**src/interval_counter_cfg.svh**
```systemverilog
// constants for one interval counter channel
// assumes an 8-bit cpu write path and a 16-bit counting element
`ifndef INTERVAL_COUNTER_CFG_SVH
`define INTERVAL_COUNTER_CFG_SVH

`define CNT_W 16
`define DATA_W 8
`define BCD_DIGITS 4

// control word fields
`define CW_SEL_HI 7
`define CW_SEL_LO 6
`define CW_RL_HI 5
`define CW_RL_LO 4
`define CW_MODE_HI 3
`define CW_MODE_LO 1
`define CW_BCD_BIT 0

// byte access formats
`define RL_LATCH 2'h0
`define RL_LSB 2'h1
`define RL_MSB 2'h2
`define RL_WORD 2'h3

// reset values and fixed counting figures
`define COUNT_RESET 16'h0000
`define RELOAD_EVEN_MASK 16'hFFFE
`define COUNT_ONE 16'h0001
`define COUNT_TWO 16'h0002
`define STEP_ONE 2'h1
`define STEP_TWO 2'h2
`define BCD_BASE 5'h0A

`endif

```
**src/interval_counter_pkg.sv**
```systemverilog
// types shared by the interval counter channel
// assumes nothing outside itself
package interval_counter_pkg;

    typedef enum logic [5:0] {
        MODE0 = 6'h01,
        MODE1 = 6'h02,
        MODE2 = 6'h04,
        MODE3 = 6'h08,
        MODE4 = 6'h10,
        MODE5 = 6'h20
    } mode_t;

endpackage : interval_counter_pkg

```
**src/pin_events_if.sv**
```systemverilog
// conditioned pin events passed from the pin stage to the channel core
// assumes both ends run on i_clk
`timescale 1ns/1ps
interface pin_events_if;
    logic tick;
    logic gate;
    logic gate_rise;

    modport src (
        output tick,
        output gate,
        output gate_rise
    );
    modport dst (
        input tick,
        input gate,
        input gate_rise
    );
endinterface : pin_events_if

```
**src/interval_counter_modes.sv**
```systemverilog
// one 16-bit down counting channel of an interval timer, modes 0 to 5
// assumes cpu write strobes are one-cycle pulses on i_clk
`timescale 1ns/1ps
`include "interval_counter_cfg.svh"
module interval_counter_modes #(
    parameter logic [1:0] CHANNEL = 2'h0
) (
    // clock and reset
    input wire logic i_clk,
    input wire logic i_nrst,
    // cpu write path
    input wire logic i_ctrl_wr,
    input wire logic i_count_wr,
    input wire logic [`DATA_W-1:0] i_data,
    // channel pins
    input wire logic i_count_clk_pin,
    input wire logic i_gate_trigger_pin,
    // channel results
    output logic o_wave_output_pin,
    output logic [`CNT_W-1:0] o_count_value
);
    pin_events_if ev ();

    pin_conditioner u_pins (
        .i_clk(i_clk),
        .i_nrst(i_nrst),
        .i_count_clk_pin(i_count_clk_pin),
        .i_gate_trigger_pin(i_gate_trigger_pin),
        .ev(ev)
    );

    interval_counter_pkg::mode_t operating_mode_field;
    interval_counter_pkg::mode_t next_operating_mode_field;
    logic bcd, next_bcd;
    logic [1:0] byte_access_format, next_byte_access_format;
    logic [`CNT_W-1:0] count_holding_register, next_count_holding_register;
    logic [`CNT_W-1:0] ce, next_ce;
    logic out, next_out;
    logic pending, next_pending;
    logic count_valid, next_count_valid;
    logic running, next_running;
    logic hold, next_hold;
    logic msb_next, next_msb_next;
    logic trig, next_trig;
    logic odd, next_odd;
    logic trig_now, count_done;
    logic [`CNT_W-1:0] ce_dec1, ce_dec2, even_reload, sq_term;

    // three-bit mode field to one-hot mode
    function automatic interval_counter_pkg::mode_t decode_mode(
        input logic [2:0] field
    );
        interval_counter_pkg::mode_t m;
        if (field[1]) begin
            m = field[0] ? interval_counter_pkg::MODE3 :
                interval_counter_pkg::MODE2;
        end else begin
            unique case ({field[2], field[0]})
                2'h0: m = interval_counter_pkg::MODE0;
                2'h1: m = interval_counter_pkg::MODE1;
                2'h2: m = interval_counter_pkg::MODE4;
                default: m = interval_counter_pkg::MODE5;
            endcase
        end
        return m;
    endfunction : decode_mode

    // down count by one or two, binary or four decimal digits
    function automatic logic [`CNT_W-1:0] count_down(
        input logic [`CNT_W-1:0] v,
        input logic dec_mode,
        input logic [1:0] step
    );
        logic [`CNT_W-1:0] r;
        logic [4:0] dig, sub;
        logic borrow;
        r = v;
        borrow = 1'b0;
        if (!dec_mode) begin
            r = v - {14'h0000, step};
        end else begin
            for (int i = 0; i < `BCD_DIGITS; i++) begin
                dig = {1'b0, v[4*i +: 4]};
                sub = {4'h0, borrow};
                if (i == 0) begin
                    sub = sub + {3'h0, step};
                end
                if (dig < sub) begin
                    dig = dig + `BCD_BASE - sub;
                    borrow = 1'b1;
                end else begin
                    dig = dig - sub;
                    borrow = 1'b0;
                end
                r[4*i +: 4] = dig[3:0];
            end
        end
        return r;
    endfunction : count_down

    assign ce_dec1 = count_down(ce, bcd, `STEP_ONE);
    assign ce_dec2 = count_down(ce, bcd, `STEP_TWO);
    assign even_reload = count_holding_register & `RELOAD_EVEN_MASK;
    assign count_done = (ce == `COUNT_ONE);
    // odd count: high half ends at 0, low half at 2
    assign sq_term = (odd && out) ? `COUNT_RESET : `COUNT_TWO;
    assign trig_now = trig | ev.gate_rise;

    always_comb begin
        next_operating_mode_field = operating_mode_field;
        next_bcd = bcd;
        next_byte_access_format = byte_access_format;
        next_count_holding_register = count_holding_register;
        next_ce = ce;
        next_out = out;
        next_pending = pending;
        next_count_valid = count_valid;
        next_running = running;
        next_hold = hold;
        next_msb_next = msb_next;
        next_odd = odd;
        // a rise seen in the tick cycle is used by that tick
        next_trig = ev.tick ? 1'b0 : trig_now;

        if (ev.tick) begin
            unique case (operating_mode_field)
                interval_counter_pkg::MODE0: begin
                    if (pending) begin
                        next_ce = count_holding_register;
                        next_pending = 1'b0;
                        next_running = 1'b1;
                    end else if (running && ev.gate && !hold) begin
                        next_ce = ce_dec1;
                        if (count_done) begin
                            next_out = 1'b1;
                        end
                    end
                end
                interval_counter_pkg::MODE1: begin
                    if (count_valid && trig_now) begin
                        next_ce = count_holding_register;
                        next_out = 1'b0;
                        next_running = 1'b1;
                        next_pending = 1'b0;
                    end else if (running) begin
                        next_ce = ce_dec1;
                        if (count_done) begin
                            next_out = 1'b1;
                            next_running = 1'b0;
                        end
                    end
                end
                interval_counter_pkg::MODE2: begin
                    if (count_valid && (trig_now || (pending && !running))) begin
                        next_ce = count_holding_register;
                        next_out = 1'b1;
                        next_running = 1'b1;
                        next_pending = 1'b0;
                    end else if (running && ev.gate) begin
                        if (count_done) begin
                            next_ce = count_holding_register;
                            next_out = 1'b1;
                            next_pending = 1'b0;
                        end else begin
                            next_ce = ce_dec1;
                            if (ce == `COUNT_TWO) begin
                                next_out = 1'b0;
                            end
                        end
                    end
                end
                interval_counter_pkg::MODE3: begin
                    if (count_valid && (trig_now || (pending && !running))) begin
                        next_ce = even_reload;
                        next_odd = count_holding_register[0];
                        next_out = 1'b1;
                        next_running = 1'b1;
                        next_pending = 1'b0;
                    end else if (running && ev.gate) begin
                        if (ce == sq_term) begin
                            next_out = ~out;
                            next_ce = even_reload;
                            next_odd = count_holding_register[0];
                            next_pending = 1'b0;
                        end else begin
                            next_ce = ce_dec2;
                        end
                    end
                end
                interval_counter_pkg::MODE4: begin
                    if (pending) begin
                        next_ce = count_holding_register;
                        next_out = 1'b1;
                        next_running = 1'b1;
                        next_pending = 1'b0;
                    end else if (!out) begin
                        next_out = 1'b1;
                    end else if (running && ev.gate) begin
                        next_ce = ce_dec1;
                        if (count_done) begin
                            next_out = 1'b0;
                            next_running = 1'b0;
                        end
                    end
                end
                interval_counter_pkg::MODE5: begin
                    if (count_valid && trig_now) begin
                        next_ce = count_holding_register;
                        next_out = 1'b1;
                        next_running = 1'b1;
                        next_pending = 1'b0;
                    end else if (!out) begin
                        next_out = 1'b1;
                    end else if (running) begin
                        next_ce = ce_dec1;
                        if (count_done) begin
                            next_out = 1'b0;
                            next_running = 1'b0;
                        end
                    end
                end
            endcase
        end

        // gate low in the periodic modes holds output high
        if (!ev.gate && (operating_mode_field == interval_counter_pkg::MODE2 ||
                operating_mode_field == interval_counter_pkg::MODE3)) begin
            next_out = 1'b1;
        end

        if (i_ctrl_wr && i_data[`CW_SEL_HI:`CW_SEL_LO] == CHANNEL &&
                i_data[`CW_RL_HI:`CW_RL_LO] != `RL_LATCH) begin
            next_operating_mode_field =
                decode_mode(i_data[`CW_MODE_HI:`CW_MODE_LO]);
            next_bcd = i_data[`CW_BCD_BIT];
            next_byte_access_format = i_data[`CW_RL_HI:`CW_RL_LO];
            next_ce = `COUNT_RESET;
            next_out = (next_operating_mode_field !=
                interval_counter_pkg::MODE0);
            next_pending = 1'b0;
            next_count_valid = 1'b0;
            next_running = 1'b0;
            next_hold = 1'b0;
            next_msb_next = 1'b0;
        end else if (i_count_wr) begin
            unique case (byte_access_format)
                `RL_LSB: begin
                    next_count_holding_register = {8'h00, i_data};
                end
                `RL_MSB: begin
                    next_count_holding_register = {i_data, 8'h00};
                end
                default: begin
                    if (!msb_next) begin
                        next_count_holding_register[7:0] = i_data;
                    end else begin
                        next_count_holding_register[15:8] = i_data;
                    end
                    next_msb_next = ~msb_next;
                end
            endcase
            if (byte_access_format == `RL_WORD && !msb_next) begin
                // first byte: only mode 0 reacts, at once
                if (operating_mode_field == interval_counter_pkg::MODE0) begin
                    next_hold = 1'b1;
                    next_out = 1'b0;
                end
            end else begin
                next_pending = 1'b1;
                next_count_valid = 1'b1;
                next_hold = 1'b0;
                if (operating_mode_field == interval_counter_pkg::MODE0) begin
                    next_out = 1'b0;
                end
            end
        end
    end

    always_ff @(posedge i_clk) begin
        if (!i_nrst) begin
            operating_mode_field <= interval_counter_pkg::MODE0;
            bcd <= 1'b0;
            byte_access_format <= `RL_LSB;
            count_holding_register <= `COUNT_RESET;
            ce <= `COUNT_RESET;
            out <= 1'b1;
            pending <= 1'b0;
            count_valid <= 1'b0;
            running <= 1'b0;
            hold <= 1'b0;
            msb_next <= 1'b0;
            trig <= 1'b0;
            odd <= 1'b0;
        end else begin
            operating_mode_field <= next_operating_mode_field;
            bcd <= next_bcd;
            byte_access_format <= next_byte_access_format;
            count_holding_register <= next_count_holding_register;
            ce <= next_ce;
            out <= next_out;
            pending <= next_pending;
            count_valid <= next_count_valid;
            running <= next_running;
            hold <= next_hold;
            msb_next <= next_msb_next;
            trig <= next_trig;
            odd <= next_odd;
        end
    end

    assign o_wave_output_pin = out;
    assign o_count_value = ce;
endmodule : interval_counter_modes

```
**src/pin_conditioner.sv**
```systemverilog
// synchronises the count clock and gate pins and finds their edges
// assumes both pins are asynchronous to i_clk and much slower than it
`timescale 1ns/1ps
module pin_conditioner (
    // clock and reset
    input wire logic i_clk,
    input wire logic i_nrst,
    // pins
    input wire logic i_count_clk_pin,
    input wire logic i_gate_trigger_pin,
    // events
    pin_events_if.src ev
);
    logic clk_meta;
    logic clk_sync;
    logic clk_prev;
    logic gate_meta;
    logic gate_sync;
    logic gate_prev;
    logic next_clk_meta;
    logic next_clk_sync;
    logic next_clk_prev;
    logic next_gate_meta;
    logic next_gate_sync;
    logic next_gate_prev;

    always_comb begin
        next_clk_meta = i_count_clk_pin;
        next_clk_sync = clk_meta;
        next_clk_prev = clk_sync;
        next_gate_meta = i_gate_trigger_pin;
        next_gate_sync = gate_meta;
        next_gate_prev = gate_sync;
    end

    always_ff @(posedge i_clk) begin
        if (!i_nrst) begin
            clk_meta <= 1'b0;
            clk_sync <= 1'b0;
            clk_prev <= 1'b0;
            // gate flops idle high: a held-high gate is no rise
            gate_meta <= 1'b1;
            gate_sync <= 1'b1;
            gate_prev <= 1'b1;
        end else begin
            clk_meta <= next_clk_meta;
            clk_sync <= next_clk_sync;
            clk_prev <= next_clk_prev;
            gate_meta <= next_gate_meta;
            gate_sync <= next_gate_sync;
            gate_prev <= next_gate_prev;
        end
    end

    // falling count clock gives one tick per counting clock
    assign ev.tick = clk_prev & ~clk_sync;
    assign ev.gate = gate_sync;
    assign ev.gate_rise = gate_sync & ~gate_prev;
endmodule : pin_conditioner

```
**config.mk**
```make
export PLATFORM = sky130hd
export DESIGN_NAME = interval_counter_modes
export DESIGN_NICKNAME = d
export VERILOG_FILES = /design/src/interval_counter_pkg.sv /design/src/pin_events_if.sv /design/src/interval_counter_modes.sv /design/src/pin_conditioner.sv
export VERILOG_INCLUDE_DIRS = /design/src
export SDC_FILE = /design/constraint.sdc
export NUM_CORES = 1
export LEC_CHECK = 0
export BUFFER_PORTS_ARGS = -buffer_cell sky130_fd_sc_hd__buf_2
export CAP_MARGIN = 20
export CORE_MARGIN = 5
export CORE_UTILIZATION = 62
export CTS_BUF_LIST = sky130_fd_sc_hd__clkbuf_8
export DETAILED_ROUTE_END_ITERATION = 8
export PLACE_DENSITY = 0.83
export SYNTH_ARGS = -nofsm -noshare
export SYNTH_HDL_FRONTEND = slang
export SYNTH_SLANG_ARGS = --single-unit
```
**constraint.sdc**
```tcl
create_clock -name i_clk -period 5.1 [get_ports i_clk]
set_input_delay 1.02 -clock i_clk [delete_from_list [all_inputs] [get_ports i_clk]]
set_output_delay 1.02 -clock i_clk [all_outputs]
set_load 0.01 [all_outputs]
```
# After elaboration in Yosys (flattened, before gate mapping)
# Index checks and enable logic that the tools add are counted.
[word_totals]
regBits = 55
input_bits = 14
out_inout_bits = 17
wordCells = 223
[op_classes]
eq_ne = 26
bitwise_logic = 11
mux = 100
addsub = 22
n_reduce_logical = 36
order_cmp = 8
[op_table]
columns = ["operator", "n"]
rows = [
  ["2-to-1 mux 16 bit", 17],
  ["case mux 16 bit (6 select lines)", 1],
  ["2-to-1 mux 1 bit", 61],
  ["subtractor 4 x 1 -> 4 bit", 12],
  ["2-to-1 mux 4 bit", 9],
  ["case mux 16 bit (2 select lines)", 1],
  ["less-than comparator 4 x 1 -> 1 bit", 6],
  ["!= test 3 bit (second input constant)", 7],
  ["case mux 6 bit (3 select lines)", 1],
  ["adder 4 bit (second input constant)", 4],
  ["equality test 16 x 1 -> 1 bit (second input constant)", 1],
  ["equality test 16 x 2 -> 1 bit", 1],
  ["equality test 16 x 2 -> 1 bit (second input constant)", 1],
  ["2-to-1 mux 8 bit", 2],
  ["subtractor 16 x 1 -> 16 bit (second input constant)", 1],
  ["subtractor 16 x 2 -> 16 bit (second input constant)", 1],
  ["subtractor 4 bit", 4],
  ["AND reduction 7 bit", 2],
  ["2-to-1 mux 6 bit", 2],
  ["OR reduction 2 bit", 6],
  ["logical AND 1 bit", 10],
  ["less-than comparator 4 x 5 -> 1 bit", 2],
  ["2-to-1 mux 5 bit", 2],
  ["NOT 1 bit", 8],
  ["other kinds (26)", 41],
]

# Longest topological paths before layout
[depth]
ltp_word = 17
depth_mapped = 20
ltp_nobuf = 18

# By module
# From an unflattened synthesis, not the netlist that was laid out.
[unflattened]
cells_unflattened = 663
hier_area_um2 = 4999.8
[by_module_without_submodules]
columns = ["module", "instances", "area_each_um2", "cells_per_inst", "seq_area_each_um2"]
rows = [
  ["interval_counter_modes", 1, 4829.6, 649, 980.9],
  ["pin_conditioner", 1, 170.2, 14, 120.1],
]

# Worst setup path after synthesis
# OpenSTA, ideal clock, no wires.
[synth_timing]
kind = "register to register"
from = "register ce[1] (netlist: o_count_value[1])"
to = "register ce[15] (netlist: o_count_value[15])"
slack_ps = 723
setup_time_ps = 125
t_arrival_ps = 4252
path_stages_with_launch = 21
n_path_buf = 2
required_ps = 4975
period_less_slack_ps = 4377
cell_sequence = "dfxtp_1 > buf_2 > inv_1 > ha_1 > ha_1 > clkbuf_1 > nor2b_1 > ha_1 > ha_1 > nor3b_1 > ha_1 > ha_1 > nor3b_1 > ha_1 > ha_1 > nand2b_1 > nor3_1 > a211o_1 > a21oi_1 > o22ai_1 > a31oi_1"
[synth_between]
elab_chain_cells = 16
elab_cells_between_ends = 48
classes_between = "add/sub: 6; order compare: 8; eq/ne: 2; mux: 32"
[synth_rtl]
columns = ["item", "line_no", "text"]
rows = [
  ["start, declared", "interval_counter_modes.sv:37", "logic [`CNT_W-1:0] ce, next_ce;"],
  ["start signal, assigned", "interval_counter_modes.sv:285", "ce <= `COUNT_RESET;"],
  ["start signal, assigned", "interval_counter_modes.sv:299", "ce <= next_ce;"],
  ["less-than comparator 4 x 5 -> 1 bit", "interval_counter_modes.sv:88", "if (dig < sub) begin"],
  ["2-to-1 mux 1 bit", "interval_counter_modes.sv:88", ""],
  ["2-to-1 mux 1 bit", "interval_counter_modes.sv:79", "if (!dec_mode) begin"],
  ["less-than comparator 4 x 1 -> 1 bit", "interval_counter_modes.sv:88", ""],
  ["2-to-1 mux 1 bit", "interval_counter_modes.sv:88", ""],
  ["2-to-1 mux 1 bit", "interval_counter_modes.sv:79", ""],
  ["less-than comparator 4 x 1 -> 1 bit", "interval_counter_modes.sv:88", ""],
  ["2-to-1 mux 1 bit", "interval_counter_modes.sv:88", ""],
  ["2-to-1 mux 1 bit", "interval_counter_modes.sv:79", ""],
  ["subtractor 4 x 1 -> 4 bit, or another cell as far along", "interval_counter_modes.sv:92", "dig = dig - sub;"],
  ["2-to-1 mux 4 bit", "interval_counter_modes.sv:88", ""],
  ["2-to-1 mux 16 bit", "interval_counter_modes.sv:79", ""],
  ["2-to-1 mux 16 bit (on tied branches) (3 in a row)", "-", ""],
  ["case mux 16 bit (6 select lines) (*)", "interval_counter_modes.sv:126", "unique case (operating_mode_field)"],
]
# Mark *: on every way between the ends. The rest lies on a longest branch, timed or not. The select of a mux whose other input is x is not followed.
# A chain may end at the register's enable or synchronous reset.

# Worst setup path in the final report
# Ends and elaborated chain as after synthesis.

==> results.sh <==
export IMPL_status="complete, no violations"
export IMPL_ioPinCount=31
export IMPL_relSlewSlack=0.2812
export IMPL_hold_path_cell_count=1
export IMPL_pre_cts_slack_ps=144.6
export IMPL_drv_cap=0
export IMPL_clk_pin_slew_ps=110
export IMPL_postSynthAreaPerCell_um2=7.915
export IMPL_yosysTopAreaCell="dfxtp_1"
export IMPL_grt_max_degree=46
export IMPL_syn_nets=682
export IMPL_fp_row_count=32
export IMPL_hold_end="u_pins.ev.gate"
export IMPL_portBuffers=30
export IMPL_fmaxAchievable_ghz=0.2161
export IMPL_dieArea_um2=9837
export IMPL_clock_latency_ps=320
export IMPL_ys_warnings_count=0
export IMPL_clkSinkCount=55
export IMPL_synthDistinctLibCells=77
export IMPL_post_route_min_period_ps=4626
export IMPL_viasPerCell=6.823
export IMPL_finalCritPeriodShare=0.9072
export IMPL_fin_nets=679
export IMPL_arrival_ps=4840
export IMPL_end_kind="flip-flop"
export IMPL_tritoncts="done"
export IMPL_hold_viol=0
export IMPL_grt_ovfl_total=0
export IMPL_first_iter_violations=481
export IMPL_final_cells=723
export IMPL_grt_pass1_vias=4687
export IMPL_reg2reg_to="o_count_value[15]"
export IMPL_synth_flop_cell="dfxtp_1"
export IMPL_drc=0
export IMPL_min_from="u_pins.gate_meta"
export IMPL_synth_cell_area_um2=4931
export IMPL_tightestPinTransition_ps=1063
export IMPL_ff2ff_path_depth=18
export IMPL_synth_edf_count=0
export IMPL_power_density_nw_per_um2=208.7
export IMPL_rsz0062_at_grt="no"
export IMPL_grt_first_pass_wirelength_mm=23.27
export IMPL_clock_root_buffer="clkbuf_8"
export IMPL_syn_to_final_growth_pct=4.618
export IMPL_final_common_cell="nand2_1"
export IMPL_r2r_start="o_count_value[1]"
export IMPL_crit_type="flip-flop to flip-flop"
export IMPL_setup_ws_ps=473.5
export IMPL_grt_antenna_before_repair=0
export IMPL_required_ps=5320
export IMPL_layout_common_cells="nand2_1 (62), dfxtp_1 (55), o21ai_0 (46)"
export IMPL_async_flop_share=0
export IMPL_dpl_cell_count=715
export IMPL_synth_seq_cells=55
export IMPL_critPathLaunchType="flip-flop"
export IMPL_drive_gt1_frac=0.1111
export IMPL_hpwl_mm=10.39
export IMPL_grt_use_total=0.2860
export IMPL_core_area_um2=7727
export IMPL_synth_area_top_cells="dfxtp_1 (22%), ha_1 (11%), nand2_1 (4.7%), o21ai_0 (4.7%), a21oi_1 (3.8%)"
export IMPL_leakage_nw=2.125
export IMPL_htreeDepth=2
export IMPL_worst_ir_drop_vdd_uv=124.2
export IMPL_cts_hold_buf=0
export IMPL_dr_pass1_iters=5
export IMPL_synth_adder_area_share=0.1142
export IMPL_yosys_area_share_simple=0.2289
export IMPL_wire_per_inst_um=19.86
export IMPL_cts_buffer_depth=2
export IMPL_initial_utilization=0.6381
export IMPL_r2r_slack_ps=470
export IMPL_ant_nets=0
export IMPL_synthXorXnorAreaFrac=0.05684
export IMPL_slew_violations=0
export IMPL_syn_instance_count=623
export IMPL_setup_viol=0
export IMPL_synth_top_family_by_area="compound AO/OA/AOI/OAI gates"
export IMPL_cp_max_fo=12
export IMPL_synth_compound_area_share=0.2984
export IMPL_vias=4933
export IMPL_die_w_um=99.18
export IMPL_synth_top_area_frac=0.2233
export IMPL_synthMuxAreaShare=0.01852
export IMPL_fin_setup_tns_ps=0
export IMPL_totalWireLength_mm=14.36
export IMPL_cts_buffers=5
export IMPL_die_h_um=99.18
export IMPL_antennaDiodeCount=0
export IMPL_globalplace_congestion=0.9744
export IMPL_hp_class="flip-flop to flip-flop"
export IMPL_finalClockSkew_ps=6.611
export IMPL_ys_seq_area_frac=0.2233
-- cells in the mapped netlist (all sizes together) (3+ instances only) --
master / n
o21a: 4
clkbuf: 23
and2: 10
o211a: 5
nand3b: 7
nor4b: 5
a211o: 5
a211oi: 5
or2: 3
o22ai: 4
ha: 45
nor2: 28
nor4: 8
o221ai: 4
o31ai: 6
and4: 3
nand2: 62
xor2: 11
nor3: 12
a31oi: 15
o31a: 3
nor2b: 8
nand4: 6
nand3: 16
a31o: 3
xnor2: 21
dfxtp: 55
o21ai: 46
nor3b: 8
and3: 5
nand4b: 4
inv: 23
a221oi: 8
mux2i: 8
a21boi: 11
a22o: 15
or3b: 3
buf: 20
or3: 3
o21bai: 4
a21oi: 37
o211ai: 17
nand2b: 10
-- stage by stage --
| stage | util | power, mW | hold slack (ps) | area, µm² |
|---|---|---|---|---|
| floorplan | - | 0.6988 | 386.3 | 4931 |
| global placement | 0.6504 | 0.7601 | 393.5 | 5026 |
| detailed placement | 0.6504 | 0.7699 | 406.4 | 5026 |
| CTS | 0.6653 | 1.070 | 431.2 | 5141 |
| global route | 0.6676 | 1.131 | 454.9 | 5159 |
| finish | 0.6676 | 1.077 | 425.0 | 5159 |
-- routing by layer --
metal	share of wire	GRT usage	vias up
met2	0.48	0.4788	286
met1	0.41	0.3660	2306
met5	0	0	-
met4	0.026	0.1208	0
met3	0.088	0.04278	40
li1	-	-	2301
-- area by class of cell --
class / instances / area [µm²]
flip-flops and latches: 55 / 1101
repair buffers: 33 / 172.7
clock inverters: 3 / 46.29
well taps: 102 / 127.6
inverters: 24 / 90.09
multi-input cells: 501 / 3552
fillers: 652 / 2569
clock buffers: 5 / 68.82
-- worst max path at each step --
| stage | slack, ps | cells after the start | startpoint | endpoint |
|---|---|---|---|---|
| final | 470 | 18 | o_count_value[1] | o_count_value[15] |
| after global routing | 140 | 18 | o_count_value[1] | o_count_value[15] |
| after CTS | 140 | 18 | o_count_value[1] | o_count_value[15] |
| after detailed placement | 140 | 18 | o_count_value[1] | o_count_value[15] |
| after global placement | 470 | 18 | o_count_value[1] | o_count_value[15] |
| after floorplan | 720 | 20 | o_count_value[1] | o_count_value[15] |
-- state kept, by name (all words and copies together) (netlist names) --
signal,cells
count_holding_register,16
o_count_value,16
operating_mode_field,6
byte_access_format,2
bcd,1
count_valid,1
hold,1
msb_next,1
o_wave_output_pin,1
odd,1
pending,1
running,1
trig,1
u_pins.clk_meta,1
u_pins.clk_prev,1
u_pins.clk_sync,1
u_pins.ev.gate,1
u_pins.gate_meta,1
u_pins.gate_prev,1
-- where the power goes --
part	total (mW)	switching, mW	internal (mW)	leakage [nW]
Sequential	0.471	0.0259	0.445	0.448
Clock	0.305	0.157	0.148	0.0548
Combinational	0.301	0.177	0.124	1.62
-- worst max-delay path: stages (launching register included) --
cell      delay [ps]
dfxtp_1          450
inv_1            210
ha_1             250
ha_1             330
nor2b_2          300
ha_1             320
ha_1             240
nor3b_2          250
ha_1             300
ha_1             210
nor3b_2          320
ha_1             340
ha_1             280
nand2b_1         100
nor3_1           180
a211o_1          120
a21oi_1           60
o22ai_1          170
a31oi_1           90
-- repair_timing --
item,CTS,global route
gates resized for setup,0,4
buffers inserted,0,0
endpoints found under the setup margin,0,3
-- cells by family (layout without fill, tap and decap cells) --
family,count (synthesis),in the layout
xor+xnor,32,32
compound gates,211,211
mux,9,9
fa+ha+maj,45,45
flops,55,55
simple gates,204,204
buf+inv,67,65
No activity file was read; power rests on OpenSTA's default activity.
